File: config.mk
export PLATFORM = sky130hd
export DESIGN_NAME = frr_ctrl
export DESIGN_NICKNAME = d
export VERILOG_FILES = /design/src/hw/dummy_unused_placeholder.v /design/src/hw/frr_ctrl.v /design/src/hw/frr_nvstore.v
export VERILOG_INCLUDE_DIRS = /design/src /design/src/hw
export SDC_FILE = /design/constraint.sdc
export NUM_CORES = 1
export LEC_CHECK = 0
export ABC_AREA = 1
export BUFFER_PORTS_ARGS = -buffer_cell sky130_fd_sc_hd__buf_2
export CAP_MARGIN = 10
export CORE_UTILIZATION = 55
export CTS_CLUSTER_SIZE = 28
export DETAILED_ROUTE_END_ITERATION = 10
export GPL_TIMING_DRIVEN = 0
export PLACE_DENSITY = 0.75
export SYNTH_ARGS = -nofsm -noshare
export SYNTH_HDL_FRONTEND = slang
export SYNTH_HIERARCHICAL = 1
export SYNTH_SLANG_ARGS = --single-unit
File: constraint.sdc
create_clock -name pclk -period 8.6 [get_ports pclk]
set_clock_uncertainty 0.15 [all_clocks]
set_input_delay 0.86 -clock pclk [delete_from_list [all_inputs] [get_ports pclk]]
set_output_delay 0.86 -clock pclk [all_outputs]
set_load 0.005 [all_outputs]
File: src/hw/frr_defs.vh
`ifndef FRR_DEFS_VH
`define FRR_DEFS_VH
`define FRR_ADDR_CTRL      12'h000
`define FRR_ADDR_DELAY     12'h004
`define FRR_ADDR_POLICY    12'h008
`define FRR_ADDR_CMD       12'h00C
`define FRR_ADDR_STATUS    12'h010
`define FRR_ADDR_CODE      12'h014
`define FRR_MODE_FAULT     2'h0
`define FRR_MODE_PANEL     2'h1
`define FRR_MODE_SEQ       2'h2
`define FRR_TRIG_FAULT_ONLY_TRIGGER      2'h0
`define FRR_TRIG_V2C       2'h1
`define FRR_TRIG_C2V       2'h2
`define FRR_POL_PROTECTED_RECOVERY       2'h0
`define FRR_POL_SAFE       2'h1
`define FRR_POL_AUTO       2'h2
`define FRR_DELAY_MIN      8'h01
`define FRR_DELAY_MAX      9'h100
`define FRR_DELAY_DEF      9'h002
`define FRR_POLICY_DEF     12'h000
`define FRR_CODE_REG       16'hFED2
`define FRR_CODE_SHOW      12'h302
`define FRR_HALF_S_MS      500
`define FRR_WARN_MS        1000
`define FRR_CLK_HZ         10000000
`define FRR_NV_WORDS       4
`endif

File: src/hw/dummy_unused_placeholder.v
`timescale 1ns/1ns

File: src/hw/frr_ctrl.v
// Decided for this implementation: the address map and the APB register port.
`timescale 1ns/1ns
`include "frr_defs.vh"
module frr_ctrl #(
  parameter HALF_CYC = `FRR_CLK_HZ / 1000 * `FRR_HALF_S_MS,
  parameter WARN_CYC = `FRR_CLK_HZ / 1000 * `FRR_WARN_MS,
  parameter BRIEF_CYC = `FRR_CLK_HZ / 1000 * `FRR_HALF_S_MS
) (
  input  wire        pclk,
  input  wire        presetn,
  input  wire        psel,
  input  wire        penable,
  input  wire        pwrite,
  input  wire [11:0] paddr,
  input  wire [31:0] pwdata,
  output reg  [31:0] prdata,
  output reg         pready,
  output reg         pslverr,
  input  wire [5:0]  fault_in,
  input  wire        sys_error,
  input  wire        cc_mode,
  input  wire        out_on_req,
  input  wire        setpoint_exit,
  input  wire        remote_disable_input,
  input  wire        seq_relay_cmd,
  input  wire        seq_relay_val,
  input  wire        security_clear,
  input  wire        password_ok,
  output reg         relay_on,
  output reg         output_enable,
  output reg         setpoint_mode,
  output reg         load_min,
  output reg         load_setpoint,
  output reg         load_last_actual,
  output reg         auto_warning,
  output reg         err_push,
  output reg  [15:0] err_code,
  output reg  [11:0] display_code
);
  // fault bits: 0 ov, 1 oc, 2 lead, 3 temp, 4 supply loss, 5 fan
  localparam ST_BOOT = 2'h0;
  localparam ST_LOAD = 2'h1;
  localparam ST_RUN  = 2'h2;
  reg  [1:0]  st_q;
  reg  [1:0]  rd_idx_q;
  reg  [1:0]  relay_mode_q;
  reg  [1:0]  trig_q;
  reg  [8:0]  delay_q;
  reg         fast_boot_q;
  reg         inh_pol_q;
  reg  [11:0] policy_q;
  reg         panel_relay_q;
  reg         seq_relay_q;
  reg         trip_q;
  reg         prev_cc_q;
  reg         dwell_q;
  reg  [23:0] tick_q;
  reg  [8:0]  halves_q;
  reg         latched_q;
  reg         auto_pend_q;
  reg  [5:0]  fault_prev_q;
  reg  [23:0] warn_cnt_q;
  reg         multi_q;
  reg         nv_slot_q;
  reg         nv_we;
  reg  [1:0]  nv_waddr;
  reg  [31:0] nv_wdata;
  wire [31:0] nv_rdata;
  wire        acc = psel & penable;
  wire        wr  = acc & pwrite;
  wire        inh_active = remote_disable_input ^ ~inh_pol_q;
  wire        any_fault = |fault_in;
  wire        tgt_cc = (trig_q == `FRR_TRIG_V2C);
  wire        in_target = (cc_mode == tgt_cc);
  wire        trans_trig = (trig_q != `FRR_TRIG_FAULT_ONLY_TRIGGER);
  // clamp one policy to what that fault type allows
  function [1:0] legal_pol;
    input [1:0] p;
    input [2:0] idx;
    begin
      if (idx == 3'd5) begin
        legal_pol = `FRR_POL_PROTECTED_RECOVERY;
      end else if (idx < 3'd3) begin
        legal_pol = (p == `FRR_POL_SAFE) ? `FRR_POL_SAFE : `FRR_POL_PROTECTED_RECOVERY;
      end else begin
        legal_pol = (p > `FRR_POL_AUTO) ? `FRR_POL_PROTECTED_RECOVERY : p;
      end
    end
  endfunction
  function [1:0] pol_of;
    input [11:0] pv;
    input [2:0]  idx;
    begin
      pol_of = pv[idx*2 +: 2];
    end
  endfunction
  // lowest-risk policy among active faults governs
  reg [1:0] gov_pol;
  reg [2:0] nf;
  reg       any_auto;
  integer   i;
  integer   j;
  always @* begin
    gov_pol = `FRR_POL_AUTO;
    nf = 3'd0;
    any_auto = 1'b0;
    for (i = 0; i < 6; i = i + 1) begin
      if (pol_of(policy_q, i[2:0]) == `FRR_POL_AUTO) begin
        any_auto = 1'b1;
      end
      if (fault_in[i]) begin
        nf = nf + 3'd1;
        if (pol_of(policy_q, i[2:0]) < gov_pol) begin
          gov_pol = pol_of(policy_q, i[2:0]);
        end
      end
    end
  end
  wire fault_clear = ~any_fault & (|fault_prev_q);
  wire warn_evt = any_auto & ((fault_clear & ~latched_q) | out_on_req | setpoint_exit);
  // whole word is range-checked so stray upper bits cannot alias a legal delay
  wire delay_ok = (pwdata >= {24'h000000, `FRR_DELAY_MIN}) &&
                  (pwdata <= {23'h000000, `FRR_DELAY_MAX});
  frr_nvstore #(
    .AW (2),
    .DW (32)
  ) u_nv (
    .pclk  (pclk),
    .we    (nv_we),
    .waddr (nv_waddr),
    .wdata (nv_wdata),
    .raddr (rd_idx_q),
    .rdata (nv_rdata)
  );
  always @* begin
    nv_we = 1'b0;
    nv_waddr = 2'd0;
    nv_wdata = 32'h00000000;
    if (st_q == ST_RUN) begin
      nv_we = 1'b1;
      nv_waddr = 2'd0;
      nv_wdata = {12'h000, policy_q, 2'b00, inh_pol_q, fast_boot_q, trig_q, relay_mode_q};
      // own slot toggle: the dwell timer sits at zero while idle
      if (nv_slot_q) begin
        nv_waddr = 2'd1;
        nv_wdata = {23'h000000, delay_q};
      end
    end
  end
  always @(posedge pclk or negedge presetn) begin
    if (!presetn) begin
      st_q <= ST_BOOT;
      rd_idx_q <= 2'd0;
      relay_mode_q <= `FRR_MODE_FAULT;
      trig_q <= `FRR_TRIG_FAULT_ONLY_TRIGGER;
      delay_q <= `FRR_DELAY_DEF;
      fast_boot_q <= 1'b0;
      inh_pol_q <= 1'b1;
      policy_q <= `FRR_POLICY_DEF;
      panel_relay_q <= 1'b0;
      seq_relay_q <= 1'b0;
      trip_q <= 1'b0;
      prev_cc_q <= 1'b0;
      dwell_q <= 1'b0;
      tick_q <= 24'h000000;
      halves_q <= 9'h000;
      latched_q <= 1'b0;
      auto_pend_q <= 1'b0;
      fault_prev_q <= 6'h00;
      warn_cnt_q <= 24'h000000;
      multi_q <= 1'b0;
      nv_slot_q <= 1'b0;
      prdata <= 32'h00000000;
      pready <= 1'b0;
      pslverr <= 1'b0;
      relay_on <= 1'b0;
      output_enable <= 1'b0;
      setpoint_mode <= 1'b1;
      load_min <= 1'b0;
      load_setpoint <= 1'b0;
      load_last_actual <= 1'b0;
      auto_warning <= 1'b0;
      err_push <= 1'b0;
      err_code <= 16'h0000;
      display_code <= 12'h000;
    end else begin
      err_push <= 1'b0;
      load_min <= 1'b0;
      load_setpoint <= 1'b0;
      load_last_actual <= 1'b0;
      fault_prev_q <= fault_in;
      prev_cc_q <= cc_mode;
      case (st_q)
        ST_BOOT: begin
          rd_idx_q <= 2'd1;
          st_q <= ST_LOAD;
        end
        ST_LOAD: begin
          // index 0 data arrives now, index 1 next cycle
          if (rd_idx_q == 2'd1) begin
            relay_mode_q <= (nv_rdata[1:0] > `FRR_MODE_SEQ) ? `FRR_MODE_FAULT : nv_rdata[1:0];
            trig_q <= (nv_rdata[3:2] > `FRR_TRIG_C2V) ? `FRR_TRIG_FAULT_ONLY_TRIGGER : nv_rdata[3:2];
            fast_boot_q <= nv_rdata[4];
            inh_pol_q <= nv_rdata[5];
            policy_q <= nv_rdata[19:8];
            rd_idx_q <= 2'd2;
            setpoint_mode <= 1'b1;
            load_min <= 1'b1;
            if (pol_of(nv_rdata[19:8], 3'd4) == `FRR_POL_AUTO) begin
              warn_cnt_q <= WARN_CYC[23:0];
            end
          end else begin
            if (nv_rdata[8:0] >= {1'b0, `FRR_DELAY_MIN} && nv_rdata[8:0] <= `FRR_DELAY_MAX) begin
              delay_q <= nv_rdata[8:0];
            end
            st_q <= ST_RUN;
          end
        end
        default: begin
          tick_q <= tick_q + 24'h000001;
          nv_slot_q <= ~nv_slot_q;
        end
      endcase
      // bus slave: one wait state, answer registered
      pready <= 1'b0;
      pslverr <= 1'b0;
      if (acc & ~pready) begin
        pready <= 1'b1;
        prdata <= 32'h00000000;
        if (paddr == `FRR_ADDR_CTRL) begin
          prdata <= {26'h0, inh_pol_q, fast_boot_q, trig_q, relay_mode_q};
          if (wr) begin
            relay_mode_q <= (pwdata[1:0] > `FRR_MODE_SEQ) ? relay_mode_q : pwdata[1:0];
            trig_q <= (pwdata[3:2] > `FRR_TRIG_C2V) ? trig_q : pwdata[3:2];
            fast_boot_q <= pwdata[4];
            if (password_ok) begin
              inh_pol_q <= pwdata[5];
            end
          end
        end else if (paddr == `FRR_ADDR_DELAY) begin
          prdata <= {23'h0, delay_q};
          if (wr) begin
            if (delay_ok) begin
              delay_q <= pwdata[8:0];
            end else begin
              pslverr <= 1'b1;
            end
          end
        end else if (paddr == `FRR_ADDR_POLICY) begin
          prdata <= {20'h0, policy_q};
          if (wr & password_ok) begin
            for (j = 0; j < 6; j = j + 1) begin
              policy_q[j*2 +: 2] <= legal_pol(pwdata[j*2 +: 2], j[2:0]);
            end
          end else if (wr) begin
            pslverr <= 1'b1;
          end
        end else if (paddr == `FRR_ADDR_CMD) begin
          if (wr & pwdata[0]) begin
            panel_relay_q <= pwdata[1];
          end
        end else if (paddr == `FRR_ADDR_STATUS) begin
          prdata <= {24'h0, multi_q, latched_q, dwell_q, trip_q, auto_warning,
                     setpoint_mode, output_enable, relay_on};
        end else if (paddr == `FRR_ADDR_CODE) begin
          prdata <= {20'h0, display_code};
        end else begin
          pslverr <= 1'b1;
        end
      end
      if (security_clear) begin
        relay_mode_q <= `FRR_MODE_FAULT;
        trig_q <= `FRR_TRIG_FAULT_ONLY_TRIGGER;
      end
      if (seq_relay_cmd) begin
        seq_relay_q <= seq_relay_val;
      end
      // dwell timer in half-second ticks
      if (!trans_trig || !in_target || trip_q) begin
        dwell_q <= 1'b0;
        halves_q <= 9'h000;
        tick_q <= 24'h000000;
      end else if (!dwell_q) begin
        if (prev_cc_q != cc_mode) begin
          dwell_q <= 1'b1; // entry from the other mode only
          tick_q <= 24'h000000;
        end
      end else if (tick_q >= HALF_CYC[23:0] - 24'h000001) begin
        tick_q <= 24'h000000;
        if (halves_q + 9'h001 >= delay_q) begin
          trip_q <= 1'b1;
          err_push <= 1'b1;
          err_code <= `FRR_CODE_REG;
          display_code <= `FRR_CODE_SHOW;
          dwell_q <= 1'b0;
        end else begin
          halves_q <= halves_q + 9'h001;
        end
      end
      if (prev_cc_q != cc_mode && dwell_q) begin
        dwell_q <= 1'b0;
        halves_q <= 9'h000;
      end
      if (trip_q && (!in_target || !output_enable)) begin
        trip_q <= 1'b0;
        display_code <= 12'h000;
      end
      if (relay_mode_q != `FRR_MODE_FAULT) begin
        trip_q <= 1'b0;
      end
      // relay output by mode
      if (relay_mode_q == `FRR_MODE_PANEL) begin
        relay_on <= panel_relay_q;
      end else if (relay_mode_q == `FRR_MODE_SEQ) begin
        relay_on <= seq_relay_q;
      end else begin
        relay_on <= sys_error | (trans_trig & trip_q);
      end
      // fault response
      if (any_fault) begin
        output_enable <= 1'b0;
        if (nf > 3'd1) begin
          multi_q <= 1'b1;
        end
        if (gov_pol == `FRR_POL_PROTECTED_RECOVERY) begin
          latched_q <= 1'b1;
        end else if (gov_pol == `FRR_POL_SAFE && !setpoint_mode) begin
          setpoint_mode <= 1'b1;
          load_setpoint <= 1'b1;
        end else if (gov_pol == `FRR_POL_AUTO) begin
          auto_pend_q <= ~multi_q & (nf == 3'd1);
        end
      end else if (fault_clear && auto_pend_q && !latched_q && !multi_q) begin
        output_enable <= ~inh_active;
        load_last_actual <= 1'b1;
        auto_pend_q <= 1'b0;
      end else begin
        auto_pend_q <= 1'b0;
        if (fault_clear) begin
          multi_q <= 1'b0;
        end
        if (setpoint_exit) begin
          setpoint_mode <= 1'b0;
        end
        if (out_on_req && !latched_q && !setpoint_mode && !inh_active) begin
          output_enable <= 1'b1;
        end
        // inhibit release alone never re-enables: only out_on_req or an auto recovery on fault clear does
        if (inh_active) begin
          output_enable <= 1'b0;
        end
      end
      if (warn_evt) begin
        warn_cnt_q <= BRIEF_CYC[23:0];
      end else if (warn_cnt_q != 24'h000000) begin
        warn_cnt_q <= warn_cnt_q - 24'h000001;
      end
      auto_warning <= (warn_cnt_q != 24'h000000);
    end
  end
endmodule // frr_ctrl

File: src/hw/frr_nvstore.v
`timescale 1ns/1ns
// small settings store, survives presetn; registered read
module frr_nvstore #(
  parameter AW = 2,
  parameter DW = 32
) (
  input  wire          pclk,
  input  wire          we,
  input  wire [AW-1:0] waddr,
  input  wire [DW-1:0] wdata,
  input  wire [AW-1:0] raddr,
  output reg  [DW-1:0] rdata
);
  reg [DW-1:0] mem [0:(1<<AW)-1];
  always @(posedge pclk) begin
    if (we) begin
      mem[waddr] <= wdata;
    end
    rdata <= mem[raddr];
  end
endmodule // frr_nvstore
==> results of run 1 <==
[power by group through the flow]
stage          registers [mW]  clock network (mW)  logic [mW]
6_report                 1.16                1.10       0.186
5_1_grt                  1.17                1.16       0.212
3_5_place_dp             1.18                   0       0.184
2_1_floorplan            1.18                   0       0.120
3_3_place_gp             1.18                   0       0.175
4_1_cts                  1.16                1.12       0.185
[routing by layer]
metal | part of all wire (%) | vias up
li1 | - | 4933
met1 | 41 | 4769
met2 | 49 | 377
met3 | 6.8 | 77
met4 | 3.3 | 2
met5 | 0.040 | -
[state kept, by name, indices dropped and copies added (netlist names), 2 cells and up]
| name | count |
|---|---|
| fault_prev_q | 6 |
| relay_mode_q | 2 |
| halves_q | 9 |
| st_q | 2 |
| trig_q | 2 |
| warn_cnt_q | 24 |
| policy_q | 12 |
| u_nv/rdata | 20 |
| u_nv/mem | 80 |
| tick_q | 24 |
| delay_q | 9 |
| prdata | 12 |
| rd_idx_q | 2 |
[worst max-delay path by stage]
| stage | to | slack [ns] | cells after the start |
|---|---|---|---|
| floorplan | auto_pend_q$_DFFE_PN0P_ | 5.25 | 20 |
| global placement | u_nv/mem[1][13]$_DFFE_PP_ | 3.94 | 7 |
| detailed placement | multi_q$_DFFE_PN0P_ | 4.83 | 20 |
| CTS | load_setpoint$_DFF_PN0_ | 5.22 | 23 |
| global route | load_setpoint$_DFF_PN0_ | 4.91 | 23 |
| finish | load_setpoint$_DFF_PN0_ | 5.19 | 23 |
[critical path: stages (launching register included)]
cell	delay (ns)
dfrtp_1	0.40
inv_1	0.22
nand2_1	0.15
ha_1	0.21
inv_1	0.07
o21ai_2	0.06
ha_1	0.17
inv_1	0.04
o21ai_0	0.12
ha_1	0.22
nand2_1	0.08
nand2_1	0.07
ha_1	0.18
or2_2	0.30
nand2_1	0.09
inv_1	0.04
ha_1	0.17
nand2_1	0.06
nand2_1	0.05
inv_1	0.05
nand2_1	0.08
inv_1	0.08
nand3_1	0.12
nor2_1	0.11
[stage by stage]
stage | total power [mW] | setup WS (ns) | hold WS [ns]
after floorplan | 1.30 | 5.25 | 0.273
after global placement | 1.36 | 3.94 | 0.306
after detailed placement | 1.37 | 4.83 | 0.311
after CTS | 2.47 | 5.22 | 0.183
after global routing | 2.54 | 4.91 | 0.226
final | 2.45 | 5.19 | 0.170
[final cells by class]
class                   count  area, um^2  share of cell area [%]
well taps                 280         350                    2.48
flip-flops and latches    227        5980                    42.4
plain buffers              80         572                    4.05
multi-input cells         951        4890                    34.7
clock inverters            10         119                   0.843
diodes                      1        2.50                  0.0177
clock buffers              38         746                    5.29
repair buffers            104         574                    4.07
inverters                 231         867                    6.15
==> metrics, run 1 <==
CTS clock-pin slew for the worst setup and hold paths 0.06 ns; Hold Buf Count CTS 0; Syn Inst Count ~1500; CP max FO 5; drt first-iter violations between 700 and 800; largest net degree at the start of global routing 66; root buf cell clkbuf_16; Post-Place Cells 1873; failing checks slew limit; Initial Utilization between 50 and 60%; htree depth 1; Post-CTS Setup Inserts 0; initial antenna violation count 2; # fillers about 1900; worst slew pin tran 3.21 ns; DRC viols 0; Tcrit/Tclk final 39.6%; met2 usage in global routing a little under half; Core Footprint around 22000 um^2; TritonCTS Buffers 26; Comb power frac under 10%; # setup viols final 0; DRT Pass-1 Iters 5; Finished Cell Area 14100 um^2; drt via density approximately 5.3; die extent in x approximately 150 um; GRT Total Usage 27.1%; TNS Setup 0 ns; cts repair resizes 0; Nets 1713; via count 10200; syn_area_per_cell 8.38 um^2; remaining global-route overflow 0; Area after DPL 13200 um^2; die height 151 um; worst hold path class in -> async; Layout Area Growth over Synthesis 15.9%; crit path DAT approximately 3.7 ns; Syn Std Cell Area 12200 um^2; GP Congestion 0.910; WS Path Type reg -> reg; placement row count 54; Worst R2R Path Depth 23; ratio of cells with drive above 1 in the final layout between 10% and 20%; clk buf depth 3; Critical R2R Capture load_setpoint$_DFF_PN0_; sw frac a little under a quarter; CP endpoint kind register; synthesis warning total 6; Clock Power Share 45.0%; DRT Wirelength between 30000 and 40000 um; antenna-violating nets left 0; CP required 8.91 ns; GRT Max-Usage Layer met2; Power Internal ~1.9 mW; Critical Path Start policy_q[1]$_DFF_PN0_; maximum vdd ir drop about 0.17 mV; commonest non-fill, non-tap cell in the layout nand2_1; wire length per cell 15.6 um; Worst-Skew Late Latency 0.54 ns; Peak Freq 294 MHz; M3 GR Usage 4.12%; Max Slew Vio Count 42; Sequential Power Share 47.4%; status complete, but fails checks; vias in the first global route 9662; commonest cells after routing, fill and taps aside nand2_1 (334), inv_1 (223), dfrtp_1 (124); Psw 0.577 mW; R2R setup slack 5.19 ns; first-pass GRT wire length between 40000 and 50000 um; CP Launch Type register; Final Hold Viols 0; CTS tree built; Max Cap Violations 0; Critical R2R Launch policy_q[1]$_DFF_PN0_; Slew HR -116%; # IOs 134; post-layout util approximately two thirds; RSZ-0062 raised after global routing no; DIE AREA approximately 23000 um^2; min Tclk post-route 3.41 ns; Cell Count, Final, Fillers Out 1922; pwr/cell area about 170 nW/um^2; static leakage 6.90 nW; input/output buffers 99; DPL Wire Length between 20000 and 25000 um; Sink Count 227; M1 GR Usage 34.8%
No activity file was read; power rests on OpenSTA's default activity.
==> run 2, diff against run 1 <==
PLACE_DENSITY = 0.78   (was 0.75)
clock period = 2.95 ns   (was 8.6 ns; I/O delays follow)
==> run 2 against run 1 <==
  * The run still ends with slew limit left
  * Core utilization increased by 3.3 points
  * Cell count increased by 2.1%
  * Critical endpoint is now auto_pend_q$_DFFE_PN0P_
  * Combinational power increased to 3.4 times the previous value
  * Sequential cell count unchanged
  * Critical path type unchanged
  * Cell area increased by 5.1%
  * Sequential power increased to 2.9 times the previous value
  * Total power increased to 3.1 times the previous value
  * Sequential share of layout area decreased by 2.0 points
==> metrics, run 2 (synthesis results as in run 1) <==
status complete, but fails checks; failing checks slew limit; min Tclk post-route 2.87 ns (-0.534 ns); ratio of cells with drive above 1 in the final layout 20.7% (+2.9 points); # setup viols final 0 (unchanged); worst path cell trace inv_2 -> nand2_4 -> ha_4 -> inv_2 -> o21ai_2 -> ha_2 -> inv_2 -> o21ai_2 -> ha_2 -> nand2_2 -> nand2_2 -> ha_2 -> or2_4 -> nand2_4 -> inv_2 -> ha_4 -> nand3_2 -> nand2_4 -> nand3_4 -> nand2_2 -> nand2_1 -> nand2_1; commonest non-fill, non-tap cell in the layout nand2_1; CP dominant cell by count inv_2; die extent in x 151 um (unchanged); Sink Count 227 (unchanged); Critical Path Start policy_q[1]$_DFF_PN0_; crit path DAT 3.20 ns (-0.51 ns); Max Cap Violations 0 (unchanged); Core Footprint 21800 um^2 (unchanged); Max Slew Vio Count 42 (unchanged); worst hold endpoint warn_cnt_q[22]$_DFFE_PN0P_; DIE AREA 22700 um^2 (unchanged); worst hold path class in -> reg; CP Launch Type register; largest net degree at the start of global routing 100 (+52%); CP endpoint kind register; Most flops, register u_nv/mem; placement row count 54 (unchanged); first-pass GRT wire length 48200 um (+0.48%); WS Path Type reg -> reg; Worst-Skew Late Latency 0.54 ns (about the same); Nets 1752 (+2.3%); remaining global-route overflow 0 (unchanged); Critical R2R Capture auto_pend_q$_DFFE_PN0P_; clk buf depth 3 (unchanged); commonest cells after routing, fill and taps aside nand2_1 (324), inv_1 (217), dfrtp_1 (123); Tcrit/Tclk final 97.4% (+58 points); CP Buf/Inv Count 4 (-2); # IOs 134 (unchanged); Min-Delay Path Depth 5; largest registers u_nv/mem x80, tick_q x24, warn_cnt_q x24; family with the most delay on the worst path simple AND/OR/NAND/NOR gates; worst slew pin tran 3.28 ns (+0.0725 ns); slowest library cell on the worst path dfrtp_1; DP Worst Slack -0.420 ns (-5.25 ns); htree depth 1 (unchanged); initial antenna violation count 2 (unchanged); GRT Max-Usage Layer met2; die height 151 um (unchanged); maximum vdd ir drop 0.569 mV (+230%); input/output buffers 99 (unchanged); pwr/cell area 508 nW/um^2 (+190%); Final Hold Viols 0 (unchanged); CTS clock-pin slew for the worst setup and hold paths 0.06 ns (about the same); TritonCTS Buffers 26 (unchanged); Final WS setup 0.0778 ns (-5.12 ns); critical hold path startpoint out_on_req; Layout Area Growth over Synthesis 21.8%; met2 usage in global routing 46.8% (+0.48 points); drt first-iter violations 709 (-10%); Slew HR -120% (-4.9 points); drt via density 5.27 (-0.22%); CTS tree built; GP Congestion 0.953 (+4.7%); Peak Freq 348 MHz (+19%); M3 GR Usage 4.82% (+0.70 points); R2R setup slack 0.08 ns (-5.12 ns); DRT Pass-1 Iters 5 (unchanged); via count 10300 (+1.9%); static leakage 7.15 nW (+3.7%); Worst R2R Path Depth 22 (-4.3%); GRT Total Usage 27.4% (+0.29 points); CP required 3.28 ns (-5.63 ns); CP max FO 3 (-2); antenna-violating nets left 0 (unchanged); wire length per cell 15.9 um (+2.0%); Area after DPL 13300 um^2 (+0.17%); DPL Wire Length 22000 um (-0.21%); max reg flops 80 (unchanged); DRC viols 0 (unchanged); CP max stage delay 0.40 ns (about the same); Finished Cell Area 14800 um^2 (+5.1%); Critical R2R Launch policy_q[1]$_DFF_PN0_; Initial Utilization 55.9% (unchanged); vias in the first global route 9893 (+2.4%); root buf cell clkbuf_16; DRT Wirelength 31300 um (+4.2%); M1 GR Usage 34.1% (-0.68 points)
run 2: cell types whose count changed in the layout (fill, tap and decap cells not counted), sizes merged:
cell,change
nand3,+1
bufinv,+4
buf,+7
clkinvlp,+2
clkbuf,-7
clkinv,+2
diode,+1
dlygate4sd3,+30
run 2: worst reg2reg max path, cell delays in order (launching register included):
cell and delay (ns):
dfrtp_1 0.40, inv_2 0.10, nand2_4 0.07, ha_4 0.16, inv_2 0.04, o21ai_2 0.06, ha_2 0.18, inv_2 0.05
o21ai_2 0.06, ha_2 0.19, nand2_2 0.08, nand2_2 0.06, ha_2 0.17, or2_4 0.24, nand2_4 0.07, inv_2 0.05
ha_4 0.26, nand3_2 0.08, nand2_4 0.11, nand3_4 0.07, nand2_2 0.08, nand2_1 0.05, nand2_1 0.05
run 2: metrics by stage:
step	power (mW)	TNS (ns)	hold slack [ns]	utilization [%]	cells
final	7.53	0	0.0514	68.1	1962
after global routing	7.79	-0.436	0.0666	68.1	1961
after CTS	7.53	0	0.0352	67.0	1950
after detailed placement	3.99	-2.45	0.0400	61.0	1871
after global placement	3.95	-55.08	0.290	60.5	1868
after floorplan	3.78	0	-0.151	-	1489
run 2: report_power, final:
part	switching, mW	total, mW	internal [mW]
Clock	1.31	3.52	2.21
Sequential	0.0583	3.39	3.33
Combinational	0.369	0.624	0.255
run 2: what timing repair did:
action / CTS / global route
pin swaps: 4 / 14
hold buffers: 30 / 0
gates cloned: 0 / 2
gates resized for setup: 18 / 37
buffers inserted: 1 / 8
setup endpoints to repair: 13 / 37
endpoints found under the hold margin: 156 / 0
run 2: layout make-up:
| class | count | area [um^2] |
|---|---|---|
| Fill cell | 1728 | 6930 |
| Timing Repair Buffer | 141 | 952 |
| Sequential cell | 227 | 5990 |
| Tap cell | 280 | 350 |
| Multi-Input combinational cell | 952 | 5130 |
| Clock inverter | 17 | 260 |
| Buffer | 80 | 572 |
| Timing Repair inverter | 1 | 5.00 |
| Clock buffer | 31 | 693 |
| Inverter | 231 | 872 |
| Antenna cell | 2 | 5.00 |
run 2: worst max path at each step:
stage / endpoint / cells after the start / slack (ns)
2_1_floorplan: auto_pend_q$_DFFE_PN0P_ / 22 / 0.008
3_3_place_gp: u_nv/mem[1][13]$_DFFE_PP_ / 7 / -0.69
3_5_place_dp: auto_pend_q$_DFFE_PN0P_ / 22 / -0.42
4_1_cts: auto_pend_q$_DFFE_PN0P_ / 21 / 0.01
5_1_grt: load_setpoint$_DFF_PN0_ / 23 / -0.06
6_report: auto_pend_q$_DFFE_PN0P_ / 22 / 0.08
run 2: routing by layer:
layer	part of all wire [%]	up-vias	wire length (um)
met2	49	372	15400
met3	6.4	79	1990
met4	3.6	0	1130
li1	-	5016	-
met5	0	-	0
met1	41	4880	12700
